**src/tdc_ctrl_map.svh**
```systemverilog
// constants for the converter reset, timer and flag control block
// assumes a 20 MHz system clock; included by the control module and the bench
`ifndef TDC_CTRL_MAP_SVH
`define TDC_CTRL_MAP_SVH
`define CLK_PERIOD_NS      50
`define FULL_RECOVER_NS    40
`define PART_RECOVER_NS    75
// least times round up to whole cycles
`define FULL_RECOVER_CYC   ((`FULL_RECOVER_NS + `CLK_PERIOD_NS - 1) / `CLK_PERIOD_NS)
`define PART_RECOVER_CYC   ((`PART_RECOVER_NS + `CLK_PERIOD_NS - 1) / `CLK_PERIOD_NS)
`define TIMER_MAX          13'h1FFF
`define TIMER_W            13
`define HIT_FIFOS          8
`define IRQ_SRC_W          13
`define ERR_SRC_W          11
`define HALF_W             16
`define WORD_W             28
`endif

```
**src/tdc_ctrl_pkg.sv**
```systemverilog
// types for the converter reset, timer and flag control block
// assumes nothing beyond a SystemVerilog compiler
package tdc_ctrl_pkg;
   typedef enum logic [1:0] {RST_NONE, RST_PART, RST_FULL} reset_kind_e;
   typedef enum logic [1:0] {GATE_OPEN, GATE_HOLD} gate_state_e;
endpackage

```
**src/tdc_reset_timer_flag_control.sv**
```systemverilog
// reset sequencing, interval timer, interrupt and error flags, test input
// selection and 16-bit half-word latch pointer for the converter
// assumes all inputs synchronous to sys_clk_i, strobes sampled as levels
// Functional notes
// - power-up reset pin low clears all state, configuration included
// - software full-reset command clears all but configuration; here it keeps half_pointer_o
// - outside quiet mode, enabled trigger pin high does a full reset
// - in quiet mode, enabled drive pin low does a full reset
// - software partial reset clears all but configuration and interface fifos; here it keeps half_pointer_o
// - outside quiet mode, enabled trigger pin high does a partial reset
// - in quiet mode, enabled drive pin low does a partial reset
// - after power-up or full reset, start and stop ignored for 40 ns
// - after partial reset, start and stop ignored for 75 ns
// - timer period is reference-clock count, at most 8191
// - timer launches on start, stop or either per two enable bits
// - timer expiry raises interrupt when its enable is set
// - interrupt is OR of unmasked sources
// - error is OR of unmasked full and pll sources
// - test select routes three test inputs to the measuring circuit
// - 16-bit mode pairs two half-word latches into 28 bits
// - latch pointer toggles on every strobe, even with chip select high
`include "tdc_ctrl_map.svh"
`timescale 1ns/1ps
`default_nettype none
module tdc_reset_timer_flag_control (
   input  wire logic                    sys_clk_i,
   input  wire logic                    rst_b_i,
   input  wire logic                    power_up_reset_n_i,
   input  wire logic                    sw_full_reset_i,
   input  wire logic                    sw_partial_reset_i,
   input  wire logic                    quiet_mode_i,
   input  wire logic                    full_reset_on_trigger_pin_i,
   input  wire logic                    full_reset_on_drive_pin_i,
   input  wire logic                    partial_reset_on_trigger_pin_i,
   input  wire logic                    partial_reset_on_drive_pin_i,
   input  wire logic                    drive_force_unused_i,
   input  wire logic                    trigger_pin_i,
   input  wire logic                    bus_drive_force_n_i,
   input  wire logic [`TIMER_W-1:0]     timer_period_i,
   input  wire logic                    timer_launch_on_start_i,
   input  wire logic                    timer_launch_on_stop_i,
   input  wire logic                    ref_tick_i,
   input  wire logic                    start_event_i,
   input  wire logic                    stop_event_i,
   input  wire logic                    timer_irq_enable_i,
   input  wire logic [`IRQ_SRC_W-2:0]   irq_mask_i,
   input  wire logic [`ERR_SRC_W-1:0]   err_mask_i,
   input  wire logic [`HIT_FIFOS-1:0]   hit_fifo_full_i,
   input  wire logic [1:0]              if_fifo_full_i,
   input  wire logic                    pll_unlocked_i,
   input  wire logic                    hit_fifos_empty_i,
   input  wire logic                    test_select_i,
   input  wire logic [2:0]              meas_in_i,
   input  wire logic [2:0]              test_in_i,
   input  wire logic                    half_mode_i,
   input  wire logic                    chip_select_n_i,
   input  wire logic                    read_strobe_n_i,
   input  wire logic                    write_strobe_n_i,
   input  wire logic [`HALF_W-1:0]      bus_data_i,
   output logic                         full_reset_o,
   output logic                         partial_reset_o,
   output logic                         clear_if_fifos_o,
   output logic                         inputs_open_o,
   output logic                         timer_running_o,
   output logic                         interrupt_flag_o,
   output logic                         error_flag_o,
   output logic [2:0]                   core_in_o,
   output logic                         half_pointer_o,
   output logic [`WORD_W-1:0]           bus_word_o,
   output logic                         bus_word_valid_o
);
   // ==========================================================
   // reset request decode
   // ==========================================================
   tdc_ctrl_pkg::reset_kind_e kind_d;
   logic drive_pin_low;
   assign drive_pin_low = quiet_mode_i & drive_force_unused_i
                        & ~bus_drive_force_n_i;
   always_comb begin
      kind_d = tdc_ctrl_pkg::RST_NONE;
      if (sw_full_reset_i
          | (~quiet_mode_i & full_reset_on_trigger_pin_i & trigger_pin_i)
          | (drive_pin_low & full_reset_on_drive_pin_i)) begin
         kind_d = tdc_ctrl_pkg::RST_FULL;
      end else if (sw_partial_reset_i
          | (~quiet_mode_i & partial_reset_on_trigger_pin_i
             & trigger_pin_i)
          | (drive_pin_low & partial_reset_on_drive_pin_i)) begin
         kind_d = tdc_ctrl_pkg::RST_PART;
      end
   end

   // combined local reset: power-up pin acts as a synchronous reset too
   logic pu_q;
   always_ff @(posedge sys_clk_i or negedge rst_b_i) begin
      if (!rst_b_i) pu_q <= 1'b1;
      else          pu_q <= ~power_up_reset_n_i;
   end

   // registered reset pulses toward the core
   logic full_now;
   assign full_now = ~power_up_reset_n_i | (kind_d == tdc_ctrl_pkg::RST_FULL);
   always_ff @(posedge sys_clk_i or negedge rst_b_i) begin
      if (!rst_b_i) begin
         full_reset_o     <= 1'b1;
         partial_reset_o  <= 1'b0;
         clear_if_fifos_o <= 1'b1;
      end else begin
         full_reset_o     <= full_now;
         partial_reset_o  <= kind_d == tdc_ctrl_pkg::RST_PART;
         clear_if_fifos_o <= full_now;
      end
   end

   // ==========================================================
   // input recovery gate
   // ==========================================================
   tdc_ctrl_pkg::gate_state_e gate_q;
   logic [1:0] gate_cnt_q;
   logic       any_reset;
   assign any_reset = ~power_up_reset_n_i | (kind_d != tdc_ctrl_pkg::RST_NONE);
   always_ff @(posedge sys_clk_i or negedge rst_b_i) begin
      if (!rst_b_i) begin
         gate_q     <= tdc_ctrl_pkg::GATE_HOLD;
         gate_cnt_q <= 2'(`FULL_RECOVER_CYC);
      end else if (any_reset) begin
         gate_q     <= tdc_ctrl_pkg::GATE_HOLD;
         gate_cnt_q <= (kind_d == tdc_ctrl_pkg::RST_PART && power_up_reset_n_i)
                       ? 2'(`PART_RECOVER_CYC)
                       : 2'(`FULL_RECOVER_CYC);
      end else begin
         unique case (gate_q)
            tdc_ctrl_pkg::GATE_OPEN: gate_q <= tdc_ctrl_pkg::GATE_OPEN;
            tdc_ctrl_pkg::GATE_HOLD: begin
               if (gate_cnt_q <= 2'h1) gate_q <= tdc_ctrl_pkg::GATE_OPEN;
               gate_cnt_q <= gate_cnt_q - 2'h1;
            end
         endcase
      end
   end
   always_ff @(posedge sys_clk_i or negedge rst_b_i) begin
      if (!rst_b_i) inputs_open_o <= 1'b0;
      else inputs_open_o <= ~any_reset
                            & (gate_q == tdc_ctrl_pkg::GATE_OPEN);
   end

   // ==========================================================
   // interval timer
   // ==========================================================
   logic [`TIMER_W-1:0] tmr_cnt_q;
   logic                tmr_done_q;
   logic                launch;
   logic                expire_now;
   // expiry in this cycle, kept even when a relaunch lands on it
   assign expire_now = timer_running_o & ref_tick_i
                     & (tmr_cnt_q <= `TIMER_W'h1);
   assign launch = inputs_open_o & ((timer_launch_on_start_i & start_event_i)
                 | (timer_launch_on_stop_i & stop_event_i));
   always_ff @(posedge sys_clk_i or negedge rst_b_i) begin
      if (!rst_b_i) begin
         tmr_cnt_q       <= '0;
         timer_running_o <= 1'b0;
         tmr_done_q      <= 1'b0;
      end else if (pu_q || any_reset) begin
         tmr_cnt_q       <= '0;
         timer_running_o <= 1'b0;
         tmr_done_q      <= 1'b0;
      end else if (launch) begin
         tmr_cnt_q       <= timer_period_i;
         timer_running_o <= 1'b1;
         tmr_done_q      <= expire_now; // set wins over relaunch clear
      end else if (timer_running_o && ref_tick_i) begin
         if (tmr_cnt_q <= `TIMER_W'h1) begin
            timer_running_o <= 1'b0;
            tmr_done_q      <= 1'b1; // expiry stays until reset or relaunch
         end
         tmr_cnt_q <= tmr_cnt_q - `TIMER_W'h1;
      end
   end

   // ==========================================================
   // interrupt and error flags
   // ==========================================================
   logic [`IRQ_SRC_W-1:0] irq_src;
   logic [`ERR_SRC_W-1:0] err_src;
   assign irq_src = {tmr_done_q, hit_fifos_empty_i, pll_unlocked_i,
                     if_fifo_full_i, hit_fifo_full_i};
   assign err_src = {pll_unlocked_i, if_fifo_full_i, hit_fifo_full_i};
   always_ff @(posedge sys_clk_i or negedge rst_b_i) begin
      if (!rst_b_i) begin
         interrupt_flag_o <= 1'b0;
         error_flag_o     <= 1'b0;
      end else if (pu_q) begin
         interrupt_flag_o <= 1'b0;
         error_flag_o     <= 1'b0;
      end else begin
         interrupt_flag_o <= |(irq_src & {timer_irq_enable_i, irq_mask_i});
         error_flag_o     <= |(err_src & err_mask_i);
      end
   end

   // ==========================================================
   // test input multiplexer
   // ==========================================================
   always_ff @(posedge sys_clk_i or negedge rst_b_i) begin
      if (!rst_b_i) core_in_o <= 3'h0;
      else core_in_o <= test_select_i ? test_in_i : meas_in_i;
   end

   // ==========================================================
   // 16-bit half-word latches
   // ==========================================================
   logic strobe_q;
   logic strobe_rise;
   logic [`HALF_W-1:0] low_half_q;
   assign strobe_rise = ~(read_strobe_n_i & write_strobe_n_i) & ~strobe_q;
   always_ff @(posedge sys_clk_i or negedge rst_b_i) begin
      if (!rst_b_i) strobe_q <= 1'b0;
      else strobe_q <= ~(read_strobe_n_i & write_strobe_n_i);
   end
   always_ff @(posedge sys_clk_i or negedge rst_b_i) begin
      if (!rst_b_i) begin
         half_pointer_o   <= 1'b0;
         low_half_q       <= '0;
         bus_word_o       <= '0;
         bus_word_valid_o <= 1'b0;
      end else begin
         bus_word_valid_o <= 1'b0;
         if (pu_q || !half_mode_i) begin
            half_pointer_o <= 1'b0;
         end else if (strobe_rise) begin
            half_pointer_o <= ~half_pointer_o; // defect kept: no select gate
            if (!chip_select_n_i && !write_strobe_n_i) begin
               if (!half_pointer_o) begin
                  low_half_q <= bus_data_i;
               end else begin
                  bus_word_o       <= {bus_data_i[`WORD_W-`HALF_W-1:0], low_half_q};
                  bus_word_valid_o <= 1'b1;
               end
            end
         end
      end
   end

   // ==========================================================
   // checks
   // ==========================================================
   full_gate_a: assert property (@(posedge sys_clk_i) disable iff (!rst_b_i)
      full_reset_o |-> !inputs_open_o) else $error("inputs open during full reset");
   part_gate_a: assert property (@(posedge sys_clk_i) disable iff (!rst_b_i)
      $fell(partial_reset_o) && !any_reset |-> !inputs_open_o ##1 !inputs_open_o)
      else $error("partial recovery too short");
   timer_load_a: assert property (@(posedge sys_clk_i) disable iff (!rst_b_i)
      launch && !pu_q && !any_reset |=> timer_running_o && tmr_cnt_q == $past(timer_period_i))
      else $error("timer not loaded");
   timer_launch_a: assert property (@(posedge sys_clk_i) disable iff (!rst_b_i)
      !timer_running_o && !launch ##1 !any_reset |-> !timer_running_o)
      else $error("timer started without launch");
   irq_timer_a: assert property (@(posedge sys_clk_i) disable iff (!rst_b_i || pu_q)
      tmr_done_q && timer_irq_enable_i |=> interrupt_flag_o)
      else $error("timer expiry missed interrupt");
   irq_mask_a: assert property (@(posedge sys_clk_i) disable iff (!rst_b_i)
      (irq_src & {timer_irq_enable_i, irq_mask_i}) == '0 |=> !interrupt_flag_o)
      else $error("masked interrupt raised");
   err_flag_a: assert property (@(posedge sys_clk_i) disable iff (!rst_b_i || pu_q)
      (|(err_src & err_mask_i)) |=> error_flag_o) else $error("error flag missing");
   test_mux_a: assert property (@(posedge sys_clk_i) disable iff (!rst_b_i)
      test_select_i |=> core_in_o == $past(test_in_i)) else $error("test mux wrong");
   pointer_a: assert property (@(posedge sys_clk_i) disable iff (!rst_b_i)
      half_mode_i && !pu_q && strobe_rise |=> half_pointer_o != $past(half_pointer_o))
      else $error("pointer did not toggle");
   trig_full_a: assert property (@(posedge sys_clk_i) disable iff (!rst_b_i)
      !quiet_mode_i && full_reset_on_trigger_pin_i && trigger_pin_i |=> full_reset_o)
      else $error("trigger pin full reset missed");

   // ==========================================================
   // checks on reset causes, sources and word pairing
   // ==========================================================
   pu_reset_a: assert property (
      @(posedge sys_clk_i) disable iff (!rst_b_i)
      !power_up_reset_n_i |=> full_reset_o && clear_if_fifos_o)
      else $error("power-up reset not passed on");
   sw_full_a: assert property (
      @(posedge sys_clk_i) disable iff (!rst_b_i)
      sw_full_reset_i |=> full_reset_o && clear_if_fifos_o)
      else $error("software full reset missed");
   drive_full_a: assert property (
      @(posedge sys_clk_i) disable iff (!rst_b_i)
      quiet_mode_i && drive_force_unused_i && !bus_drive_force_n_i
      && full_reset_on_drive_pin_i |=> full_reset_o)
      else $error("drive pin full reset missed");
   part_keep_a: assert property (
      @(posedge sys_clk_i) disable iff (!rst_b_i)
      partial_reset_o && !full_reset_o |-> !clear_if_fifos_o)
      else $error("partial reset cleared interface fifos");
   trig_part_a: assert property (
      @(posedge sys_clk_i) disable iff (!rst_b_i)
      !quiet_mode_i && partial_reset_on_trigger_pin_i && trigger_pin_i
      |=> partial_reset_o || full_reset_o)
      else $error("trigger pin partial reset missed");
   drive_part_a: assert property (
      @(posedge sys_clk_i) disable iff (!rst_b_i)
      quiet_mode_i && drive_force_unused_i && !bus_drive_force_n_i
      && partial_reset_on_drive_pin_i |=> partial_reset_o || full_reset_o)
      else $error("drive pin partial reset missed");
   launch_gate_a: assert property (
      @(posedge sys_clk_i) disable iff (!rst_b_i)
      !inputs_open_o && !timer_running_o |=> !timer_running_o)
      else $error("timer launched while inputs closed");
   irq_src_a: assert property (
      @(posedge sys_clk_i) disable iff (!rst_b_i || pu_q)
      (hit_fifos_empty_i && irq_mask_i[11]) || (|(if_fifo_full_i
      & irq_mask_i[9:8])) || (|(hit_fifo_full_i & irq_mask_i[7:0]))
      |=> interrupt_flag_o) else $error("interrupt source missed");
   word_pair_a: assert property (
      @(posedge sys_clk_i) disable iff (!rst_b_i)
      half_mode_i && !pu_q && strobe_rise && half_pointer_o
      && !chip_select_n_i && !write_strobe_n_i
      |=> bus_word_valid_o
      && bus_word_o == {$past(bus_data_i[`WORD_W-`HALF_W-1:0]), low_half_q})
      else $error("half words not paired");
   flag_clear_a: assert property (
      @(posedge sys_clk_i) disable iff (!rst_b_i)
      pu_q |=> !interrupt_flag_o && !error_flag_o)
      else $error("flags not cleared by reset");
endmodule // tdc_reset_timer_flag_control
`default_nettype wire
```
**config.mk**
```make
export PLATFORM = sky130hd
export DESIGN_NAME = tdc_reset_timer_flag_control
export DESIGN_NICKNAME = d
export VERILOG_FILES = /design/src/tdc_ctrl_pkg.sv /design/src/tdc_reset_timer_flag_control.sv
export VERILOG_INCLUDE_DIRS = /design/src
export SDC_FILE = /design/constraint.sdc
export NUM_CORES = 1
export LEC_CHECK = 0
export ABC_CLOCK_PERIOD_IN_PS = 2700
export BUFFER_PORTS_ARGS = -buffer_cell sky130_fd_sc_hd__buf_4
export CORE_MARGIN = 1.5
export CORE_UTILIZATION = 52
export CTS_CLUSTER_SIZE = 24
export DETAILED_ROUTE_END_ITERATION = 12
export GPL_ROUTABILITY_DRIVEN = 0
export PLACE_DENSITY = 0.95
export SYNTH_ARGS = -nofsm -noshare
export SYNTH_HDL_FRONTEND = slang
export SYNTH_SLANG_ARGS = --single-unit
```
**constraint.sdc**
```tcl
create_clock -name sys_clk_i -period 2.7 [get_ports sys_clk_i]
set_input_delay 0.675 -clock sys_clk_i [delete_from_list [all_inputs] [get_ports sys_clk_i]]
set_output_delay 0.675 -clock sys_clk_i [all_outputs]
set_load 0.05 [all_outputs]
```
# --- After elaboration in Yosys (flattened, before gate mapping) ---
# Cells that the tools add are included.
op_classes:
  n_addsub: 2
  magnitude_cmp: 2
  n_eq_ne: 4
  muxes: 28
  bitwise_logic: 33
  n_reduce_logical: 19
ops:
  columns: ["cell", "count"]
  rows:
  - ["$mux W13", 3]
  - ["$mux W1", 17]
  - ["$and A1 B1 Y1", 16]
  - ["$and A13 B13 Y13", 1]
  - ["$le A13 B1 Y1 const B", 1]
  - ["$reduce_or A13 Y1", 1]
  - ["$sub A13 B1 Y13 const B", 1]
  - ["$mux W2", 6]
  - ["$and A11 B11 Y11", 1]
  - ["$reduce_or A11 Y1", 1]
  - ["$not A1 Y1", 8]
  - ["$reduce_and A4 Y1", 2]
  - ["$or A1 B1 Y1", 7]
  - ["$reduce_bool A2 Y1", 3]
  - ["$reduce_bool A3 Y1", 2]
  - ["$eq A2 B1 Y1 const B", 2]
  - ["$pmux W2 S2", 1]
  - ["$logic_and A1 B1 Y1", 3]
  - ["$logic_not A1 Y1", 3]
  - ["$mux W3", 1]
  - ["$ne A3 B3 Y1 const B", 1]
  - ["$eq A2 B2 Y1 const B", 1]
  - ["$le A2 B1 Y1 const B", 1]
  - ["$logic_not A2 Y1", 1]
  - ["other kinds (3)", 4]
totals:
  register_bits: 75
  in_bits: 94

# --- Depth between registers and ports, before layout ---
# Gate-level depths: netlist of run 1.
depth:
  ltp_word: 12
  depth_mapped: 6
  ltp_nobuf: 5

# --- Least setup slack after synthesis of run 1 ---
# Ideal clock, no wire load.
synth_path:
  kind: "input -> register"
  start: "in partial_reset_on_drive_pin_i"
  end: "reg tmr_cnt_q[10]"
  setup_time_ns: 0.087
  arrival_time_ns: 1.928
  path_slack_ns: 0.685
  stages: 6
  n_path_buf: 2
  cell_sequence: "and4b_1 > a311o_1 > or3_1 > buf_2 > buf_6 > a211oi_2"
synth_via:
  elab_chain_len: 8
  word_cells_on_any_way: 9
synth_rtl:
  columns: ["item", "line", "rtl"]
  rows:
  - ["from (decl)", "tdc_reset_timer_flag_control.sv:35", "input wire logic partial_reset_on_drive_pin_i,"]
  - ["$and A1 B1 Y1 *", "tdc_reset_timer_flag_control.sv:88", "| (drive_pin_low & partial_reset_on_drive_pin_i)) begin"]
  - ["$or A1 B1 Y1 *", "tdc_reset_timer_flag_control.sv:88", null]
  - ["$mux W1 *", "tdc_reset_timer_flag_control.sv:85", "end else if (sw_partial_reset_i"]
  - ["$mux W2 *", "tdc_reset_timer_flag_control.sv:81", "if (sw_full_reset_i"]
  - ["$reduce_bool A2 Y1 *", "tdc_reset_timer_flag_control.sv:121", "assign any_reset = ~power_up_reset_n_i | (kind_d != tdc_ctrl_pkg::RST_NONE);"]
  - ["$or A1 B1 Y1 *", "tdc_reset_timer_flag_control.sv:121", null]
  - ["$logic_or A1 B1 Y1 *", "tdc_reset_timer_flag_control.sv:164", "end else if (pu_q || any_reset) begin"]
  - ["$reduce_bool A3 Y1 (no line) / $mux W13 (equally long branches)", null, null]
  - ["to (signal assigned)", "tdc_reset_timer_flag_control.sv:169", "tmr_cnt_q <= timer_period_i;"]
  - ["to (signal assigned)", "tdc_reset_timer_flag_control.sv:177", "tmr_cnt_q <= tmr_cnt_q - `TIMER_W'h1;"]
  - ["to (decl)", "tdc_reset_timer_flag_control.sv:150", "logic [`TIMER_W-1:0] tmr_cnt_q;"]
# Mark *: on every way between the ends. The rest lies on a longest branch, timed or not.
# A chain may end at the register's enable or synchronous reset.

# --- Worst setup path after layout of run 1 ---
layout_path:
  start: "in quiet_mode_i"
  end: "reg tmr_cnt_q[3]"
layout_via:
  elab_chain_len: 11
  word_cells_on_any_way: 20
layout_rtl:
  columns: ["item", "line", "rtl"]
  rows:
  - ["from (decl)", "tdc_reset_timer_flag_control.sv:31", "input wire logic quiet_mode_i,"]
  - ["$not A1 Y1", "tdc_reset_timer_flag_control.sv:82, tdc_reset_timer_flag_control.sv:86", null]
  - ["$and A1 B1 Y1", "tdc_reset_timer_flag_control.sv:86", "| (~quiet_mode_i & partial_reset_on_trigger_pin_i"]
  - ["$and A1 B1 Y1", "tdc_reset_timer_flag_control.sv:87", "& trigger_pin_i)"]
  - ["$or A1 B1 Y1", "tdc_reset_timer_flag_control.sv:86", null]
  - ["$or A1 B1 Y1", "tdc_reset_timer_flag_control.sv:88", null]
  - ["$mux W1", "tdc_reset_timer_flag_control.sv:85", null]
  - ["$mux W2 *", "tdc_reset_timer_flag_control.sv:81", null]
  - ["$reduce_bool A2 Y1 *", "tdc_reset_timer_flag_control.sv:121", null]
  - ["$or A1 B1 Y1 *", "tdc_reset_timer_flag_control.sv:121", null]
  - ["$logic_or A1 B1 Y1 *", "tdc_reset_timer_flag_control.sv:164", null]
  - ["$reduce_bool A3 Y1 (no line) / $mux W13 (equally long branches)", null, null]
# Marked as above.

==> impl_metrics.yaml, run 1 <==
finish:
  final_core_util: 0.758
  diodes: 0
  fillers: 408
  syn_to_final_growth_pct: 39.3
  mostFrequentLayoutCell: "buf_4"
  fin_nets: 483
  final_cell_mix: "buf_4, dfrtp_1, mux2_2"
  final_layout_size_suffix_gt1_frac: 0.542
logic_synthesis:
  synth_top_family_by_area: "multiplexers"
  synth_cell_types: 39
  synth_compound_area_frac: 0.0988
  async_flop_share: 1.00
  avgSynthCellArea_sq_um: 13.0
  synthMuxAreaShare: 0.163
  synthSimpleGateAreaFrac: 0.0931
  synth-seq-area-share: 0.573
  syn_area_sq_mm: 0.00324
  synth_edf_count: 0
  synthCells: 249
  synth_seq_cells: 74
  yosysWarnings: 0
  synth-adder-area-share: 0.0116
  synth.net_count: 346
  yosys_most_used_dff: "dfrtp_1"
  synthXorXnorAreaFrac: 0.0351
floorplanning:
  die-area_sq_mm: 0.00671
  num_io_pins: 134
  rows: 28
  fp.dieW_microns: 81.9
  die_y_microns: 81.9
  core_sq_mm: 0.00596
  start_util: 0.544
global_route:
  antenna_found_initial: 0
  grt_max_degree: 75
  grt-ovfl-total: 0
  grt_usage: 0.230
  grt_pass1_vias: 2535
  grt_pass1_wl_microns: 11400
clock_network:
  clk_latency_ns: 0.34
  cts_buffer_depth: 2
  cts_max_level: 3
  postCtsSetupBuffers: 0
  cts.sink_count: 74
  cts_tree: "yes"
  cts_buffers: 9
  postCtsHoldBufs: 0
  cts_resized: 0
  clockRootBuffer: "clkbuf_8"
  clkTransAtPathRegs_ns: 0.08
sta:
  setup_viol: 0
  setup_tns_ns: 0
  rsz0062_at_grt: "false"
  fin_crit_ns: 2.06
  worst_pin_slew_ns: 0.897
  slew_headroom: 0.396
  slew_viol_final: 0
  max_freq_mhz: 485
  post-route-period-util: 0.763
  hold_viol: 0
  finClkSkew_ns: 0.00776
pwr:
  powerDensity_mw_per_mm2: 537
  ir_drop_v: 0.000326
  power_leakage_nw: 2.25
worst_setup_path:
  crit_buf_inv: 1
  startpoint_type: "primary input"
  cp_top_family: "simple AND/OR/NAND/NOR gates"
  required_ns: 2.94
  reg2reg_from: "tmr_cnt_q[6]$_DFFE_PN0P_"
  crit_type: "in -> reg"
  startpoint: "quiet_mode_i"
  critPathArrivalTime_ns: 2.30
  max_stage_delay_ns: 0.63
  path_max_fanout: 15
  path_cells: "buf_4, and4b_1, a311o_1, or3_1, a311oi_1"
  endpoint_kind: "register"
  crit_slowest_cell: "or3_1"
place:
  io_buffer_count: 133
  dp_hpwl_microns: 5690
drt:
  via_per_inst: 5.49
  ant_nets: 0
  wl_per_cell_microns: 16.1
  drt_iter0_markers: 91
  first_pass_iters: 4
  detail_route.wirelength_microns: 7480
  drc: 0
  vias: 2559
worst_hold_path:
  hold_class: "in -> async"
run:
  drv_cap: 0
outcome:
  status: "finished clean"
## layout make-up
cell class,instances,area [sq um],share of cell area
clock buffers,10,138,0.0305
multi-input cells,158,1300,0.289
flip-flops and latches,74,1860,0.411
well taps,75,93.8,0.0208
clock inverters,6,72.6,0.0161
inverters,6,22.5,0.00499
repair buffers,137,1030,0.228
## logic make-up (layout without fill, tap and decap cells)
logic type	after synthesis	after routing
buf+inv	17	159
mux	47	47
fa+ha+maj	3	3
xor+xnor	13	13
flops	74	74
simple gates	58	58
compound gates	37	37
## synthesized netlist by cell type (4+ instances only)
master	count	area (sq um)
nor2_1	22	82.6
a21oi_1	5	25.0
a211oi_2	8	100
a211oi_1	5	37.5
mux2_2	47	529
nand4b_1	4	35.0
dfstp_2	4	105
clkbuf_1	4	15.0
inv_1	6	22.5
xor2_1	10	87.6
a22oi_1	4	30.0
buf_2	5	25.0
dfrtp_1	70	1750
nand2_1	10	37.5
## final timing paths
check	to	slack, ns	cells past startpoint
max	tmr_cnt_q[3]$_DFFE_PN0P_	0.64	5
min	bus_word_o[22]$_DFFE_PN0P_	0.44	1
max reg2reg	tmr_done_q$_DFFE_PN0P_	0.71	4
min reg2reg	low_half_q[11]$_DFFE_PN0P_	0.51	1
max in group asynchronous	low_half_q[1]$_DFFE_PN0P_	1.67	1
min in group sys_clk_i	pu_q$_DFF_PN1_	0.45	2
## routing by layer
layer	GRT usage	wire (microns)
met3	0.0478	601
met1	0.256	2710
met5	0	0
met4	0.0898	109
met2	0.425	4060
## flip-flops by register name (all words and copies together) (netlist names)
name	count
interrupt_flag_o	1
core_in_o	3
gate_q	1
tmr_done_q	1
gate_cnt_q	2
bus_word_o	28
low_half_q	16
tmr_cnt_q	13
inputs_open_o	1
clear_if_fifos_o	1
pu_q	1
timer_running_o	1
half_pointer_o	1
strobe_q	1
bus_word_valid_o	1
partial_reset_o	1
error_flag_o	1
## report_power, final
| part | switching [mW] | internal, mW |
|---|---|---|
| Sequential | 0.0368 | 1.18 |
| Combinational | 0.155 | 0.172 |
| Clock | 0.417 | 0.461 |
| Total | 0.608 | 1.81 |
## metrics by stage
| step | setup WS, ns | cell area [sq um] | std cells | total power [mW] | hold WS (ns) |
|---|---|---|---|---|---|
| after detailed placement | 0.312 | 4300 | 450 | 1.57 | 0.493 |
| final | 0.639 | 4510 | 466 | 2.42 | 0.440 |
| after floorplan | 0.685 | 3240 | 249 | 1.38 | 0.379 |
| after CTS | 0.654 | 4510 | 466 | 2.44 | 0.443 |
| after global placement | 0.351 | 4300 | 450 | 1.55 | 0.475 |
| after global routing | 0.543 | 4510 | 466 | 2.52 | 0.441 |
Power figures use the tool's default switching activity.
==> run 2, diff against run 1 <==
--- a/config.mk
+++ b/config.mk
@@ -6,14 +6,14 @@
 export SDC_FILE = /design/constraint.sdc
 export NUM_CORES = 1
 export LEC_CHECK = 0
-export ABC_CLOCK_PERIOD_IN_PS = 2700
+export ABC_CLOCK_PERIOD_IN_PS = 1850
 export BUFFER_PORTS_ARGS = -buffer_cell sky130_fd_sc_hd__buf_4
 export CORE_MARGIN = 1.5
-export CORE_UTILIZATION = 52
+export CORE_UTILIZATION = 43
 export CTS_CLUSTER_SIZE = 24
 export DETAILED_ROUTE_END_ITERATION = 12
 export GPL_ROUTABILITY_DRIVEN = 0
-export PLACE_DENSITY = 0.95
+export PLACE_DENSITY = 0.87
 export SYNTH_ARGS = -nofsm -noshare
 export SYNTH_HDL_FRONTEND = slang
 export SYNTH_SLANG_ARGS = --single-unit
==> constraint.sdc (replaced) <==
create_clock -name sys_clk_i -period 1.85 [get_ports sys_clk_i]
set_input_delay 0.4625 -clock sys_clk_i [delete_from_list [all_inputs] [get_ports sys_clk_i]]
set_output_delay 0.4625 -clock sys_clk_i [all_outputs]
set_load 0.05 [all_outputs]
==> run 2 against run 1 <==
Against the previous run:
- sequential share of layout area is 1.8 points lower
- clock power rose by 86%
- largest power group unchanged
- sequential power grew 45%
- clock-buffer cell count decreased by 1
- largest cell class unchanged
==> impl_metrics.yaml, run 2 (synthesis results as in run 1) <==
worst_setup_path:
  crit_type: "reg -> reg"
  rr_endpoint: "low_half_q[10]$_DFFE_PN0P_"
  reg2reg_from: "pu_q$_DFF_PN1_"
  path_max_fanout: 16
  critical_path_cell_count: 5
  rrSetupSlack_ns: 0.17
  cp_top_family: "simple AND/OR/NAND/NOR gates"
  required_ns: 2.08
  reg2reg_depth: 5
  path_cells: "nand2b_1, nor4_1, nor2b_1, buf_12, mux2_2"
  max_stage_delay_ns: 0.39
  startpoint_type: "register"
  critPathCapture: "low_half_q[10]$_DFFE_PN0P_"
  crit_buf_inv: 1
  startpoint: "pu_q$_DFF_PN1_"
  critPathArrivalTime_ns: 1.90
  endpoint_kind: "register"
  crit_slowest_cell: "dfstp_2"
global_route:
  grt_usage: 0.195
  antenna_found_initial: 0
  grt_pass1_wl_microns: 12400
  grt_max_degree: 39
  grt-ovfl-total: 0
  grt_pass1_vias: 2634
finish:
  mostFrequentLayoutCell: "buf_4"
  fillers: 530
  diodes: 0
  final_layout_size_suffix_gt1_frac: 0.553
  final_cells: 499
  fin_area_sq_mm: 0.00472
  syn_to_final_growth_pct: 45.8
  fin_nets: 493
  largest_reg_flops: 28
  regMostFlops: "bus_word_o"
  reg_top3: "bus_word_o x28, low_half_q x16, tmr_cnt_q x13"
  final_core_util: 0.651
  final_cell_mix: "buf_4, dfrtp_1, mux2_2"
sta:
  fin_crit_ns: 1.68
  fin_ws_ns: 0.173
  setup_viol: 0
  worst_pin_slew_ns: 0.358
  rsz0062_at_grt: "false"
  setup_tns_ns: 0
  holdWs_ns: 0.235
  max_freq_mhz: 596
  hold_viol: 0
  slew_headroom: 0.759
  post-route-period-util: 0.906
  finClkSkew_ns: 0.00564
  slew_viol_final: 0
pwr:
  finalPower_mw: 3.90
  power_leakage_nw: 2.34
  ir_drop_v: 0.000451
  powerDensity_mw_per_mm2: 825
place:
  dp_hpwl_microns: 5750
  dpl-instance-area_sq_mm: 0.00445
  io_buffer_count: 133
  place_ws_ns: -0.103
  place_inst: 483
clock_network:
  cts_buffers: 9
  cts.sink_count: 74
  cts_max_level: 3
  clockRootBuffer: "clkbuf_8"
  cts_buffer_depth: 2
  clkTransAtPathRegs_ns: 0.08
  clk_latency_ns: 0.34
  cts_tree: "yes"
  postCtsSetupBuffers: 0
drt:
  vias: 2526
  drc: 0
  detail_route.wirelength_microns: 7550
  via_per_inst: 5.06
  drt_iter0_markers: 91
  first_pass_iters: 4
  wl_per_cell_microns: 15.1
  ant_nets: 0
floorplanning:
  die_y_microns: 89.8
  die-area_sq_mm: 0.00807
  core_sq_mm: 0.00725
  rows: 31
  start_util: 0.447
  fp.dieW_microns: 89.8
  num_io_pins: 134
worst_hold_path:
  hold_class: "in -> reg"
  hold_depth: 2
run:
  drv_cap: 0
outcome:
  status: "finished clean"
[run 2: cell count changes in the layout (fill, tap and decap cells not counted), moves of 2 or more]
cell,delta
buf_12,+4
buf_4,+5
bufinv_16,+3
clkinv_4,-2
[run 2: where the power goes]
part / internal [mW] / total, mW / switching [mW]
sequential: 1.72 / 1.77 / 0.0510
combinational: 0.265 / 0.494 / 0.228
clock: 1.03 / 1.63 / 0.595
[run 2: routing by layer]
| metal | track usage | vias up | wire length (microns) |
|---|---|---|---|
| li1 | - | 1199 | - |
| met1 | 0.241 | 1227 | 3230 |
| met2 | 0.331 | 88 | 3800 |
| met3 | 0.0541 | 12 | 422 |
| met4 | 0.0635 | 0 | 102 |
| met5 | 0 | - | 0 |
[run 2: worst min-delay path by stage]
stage                             startpoint                          to
after CTS                 power_up_reset_n_i              pu_q$_DFF_PN1_
after floorplan                      rst_b_i   bus_word_o[0]$_DFFE_PN0P_
after detailed placement             rst_b_i  bus_word_o[20]$_DFFE_PN0P_
after global routing      power_up_reset_n_i              pu_q$_DFF_PN1_
after global placement               rst_b_i  bus_word_o[20]$_DFFE_PN0P_
final                     power_up_reset_n_i              pu_q$_DFF_PN1_
[run 2: area by class of cell]
cell class                 instances  area [sq um]  area share
sequential                        74          1860       0.393
multi-input combinational        158          1300       0.276
timing repair buffer             147          1160       0.245
clock inverter                     6           138      0.0291
clock buffer                       9           124      0.0262
tap                               99           124      0.0262
inverter                           6          22.5     0.00477
[run 2: repair_timing]
item / in CTS / in global routing
hold endpoints to repair: 19 / 0
hold buffers: 1 / 0
resized for setup: 0 / 0
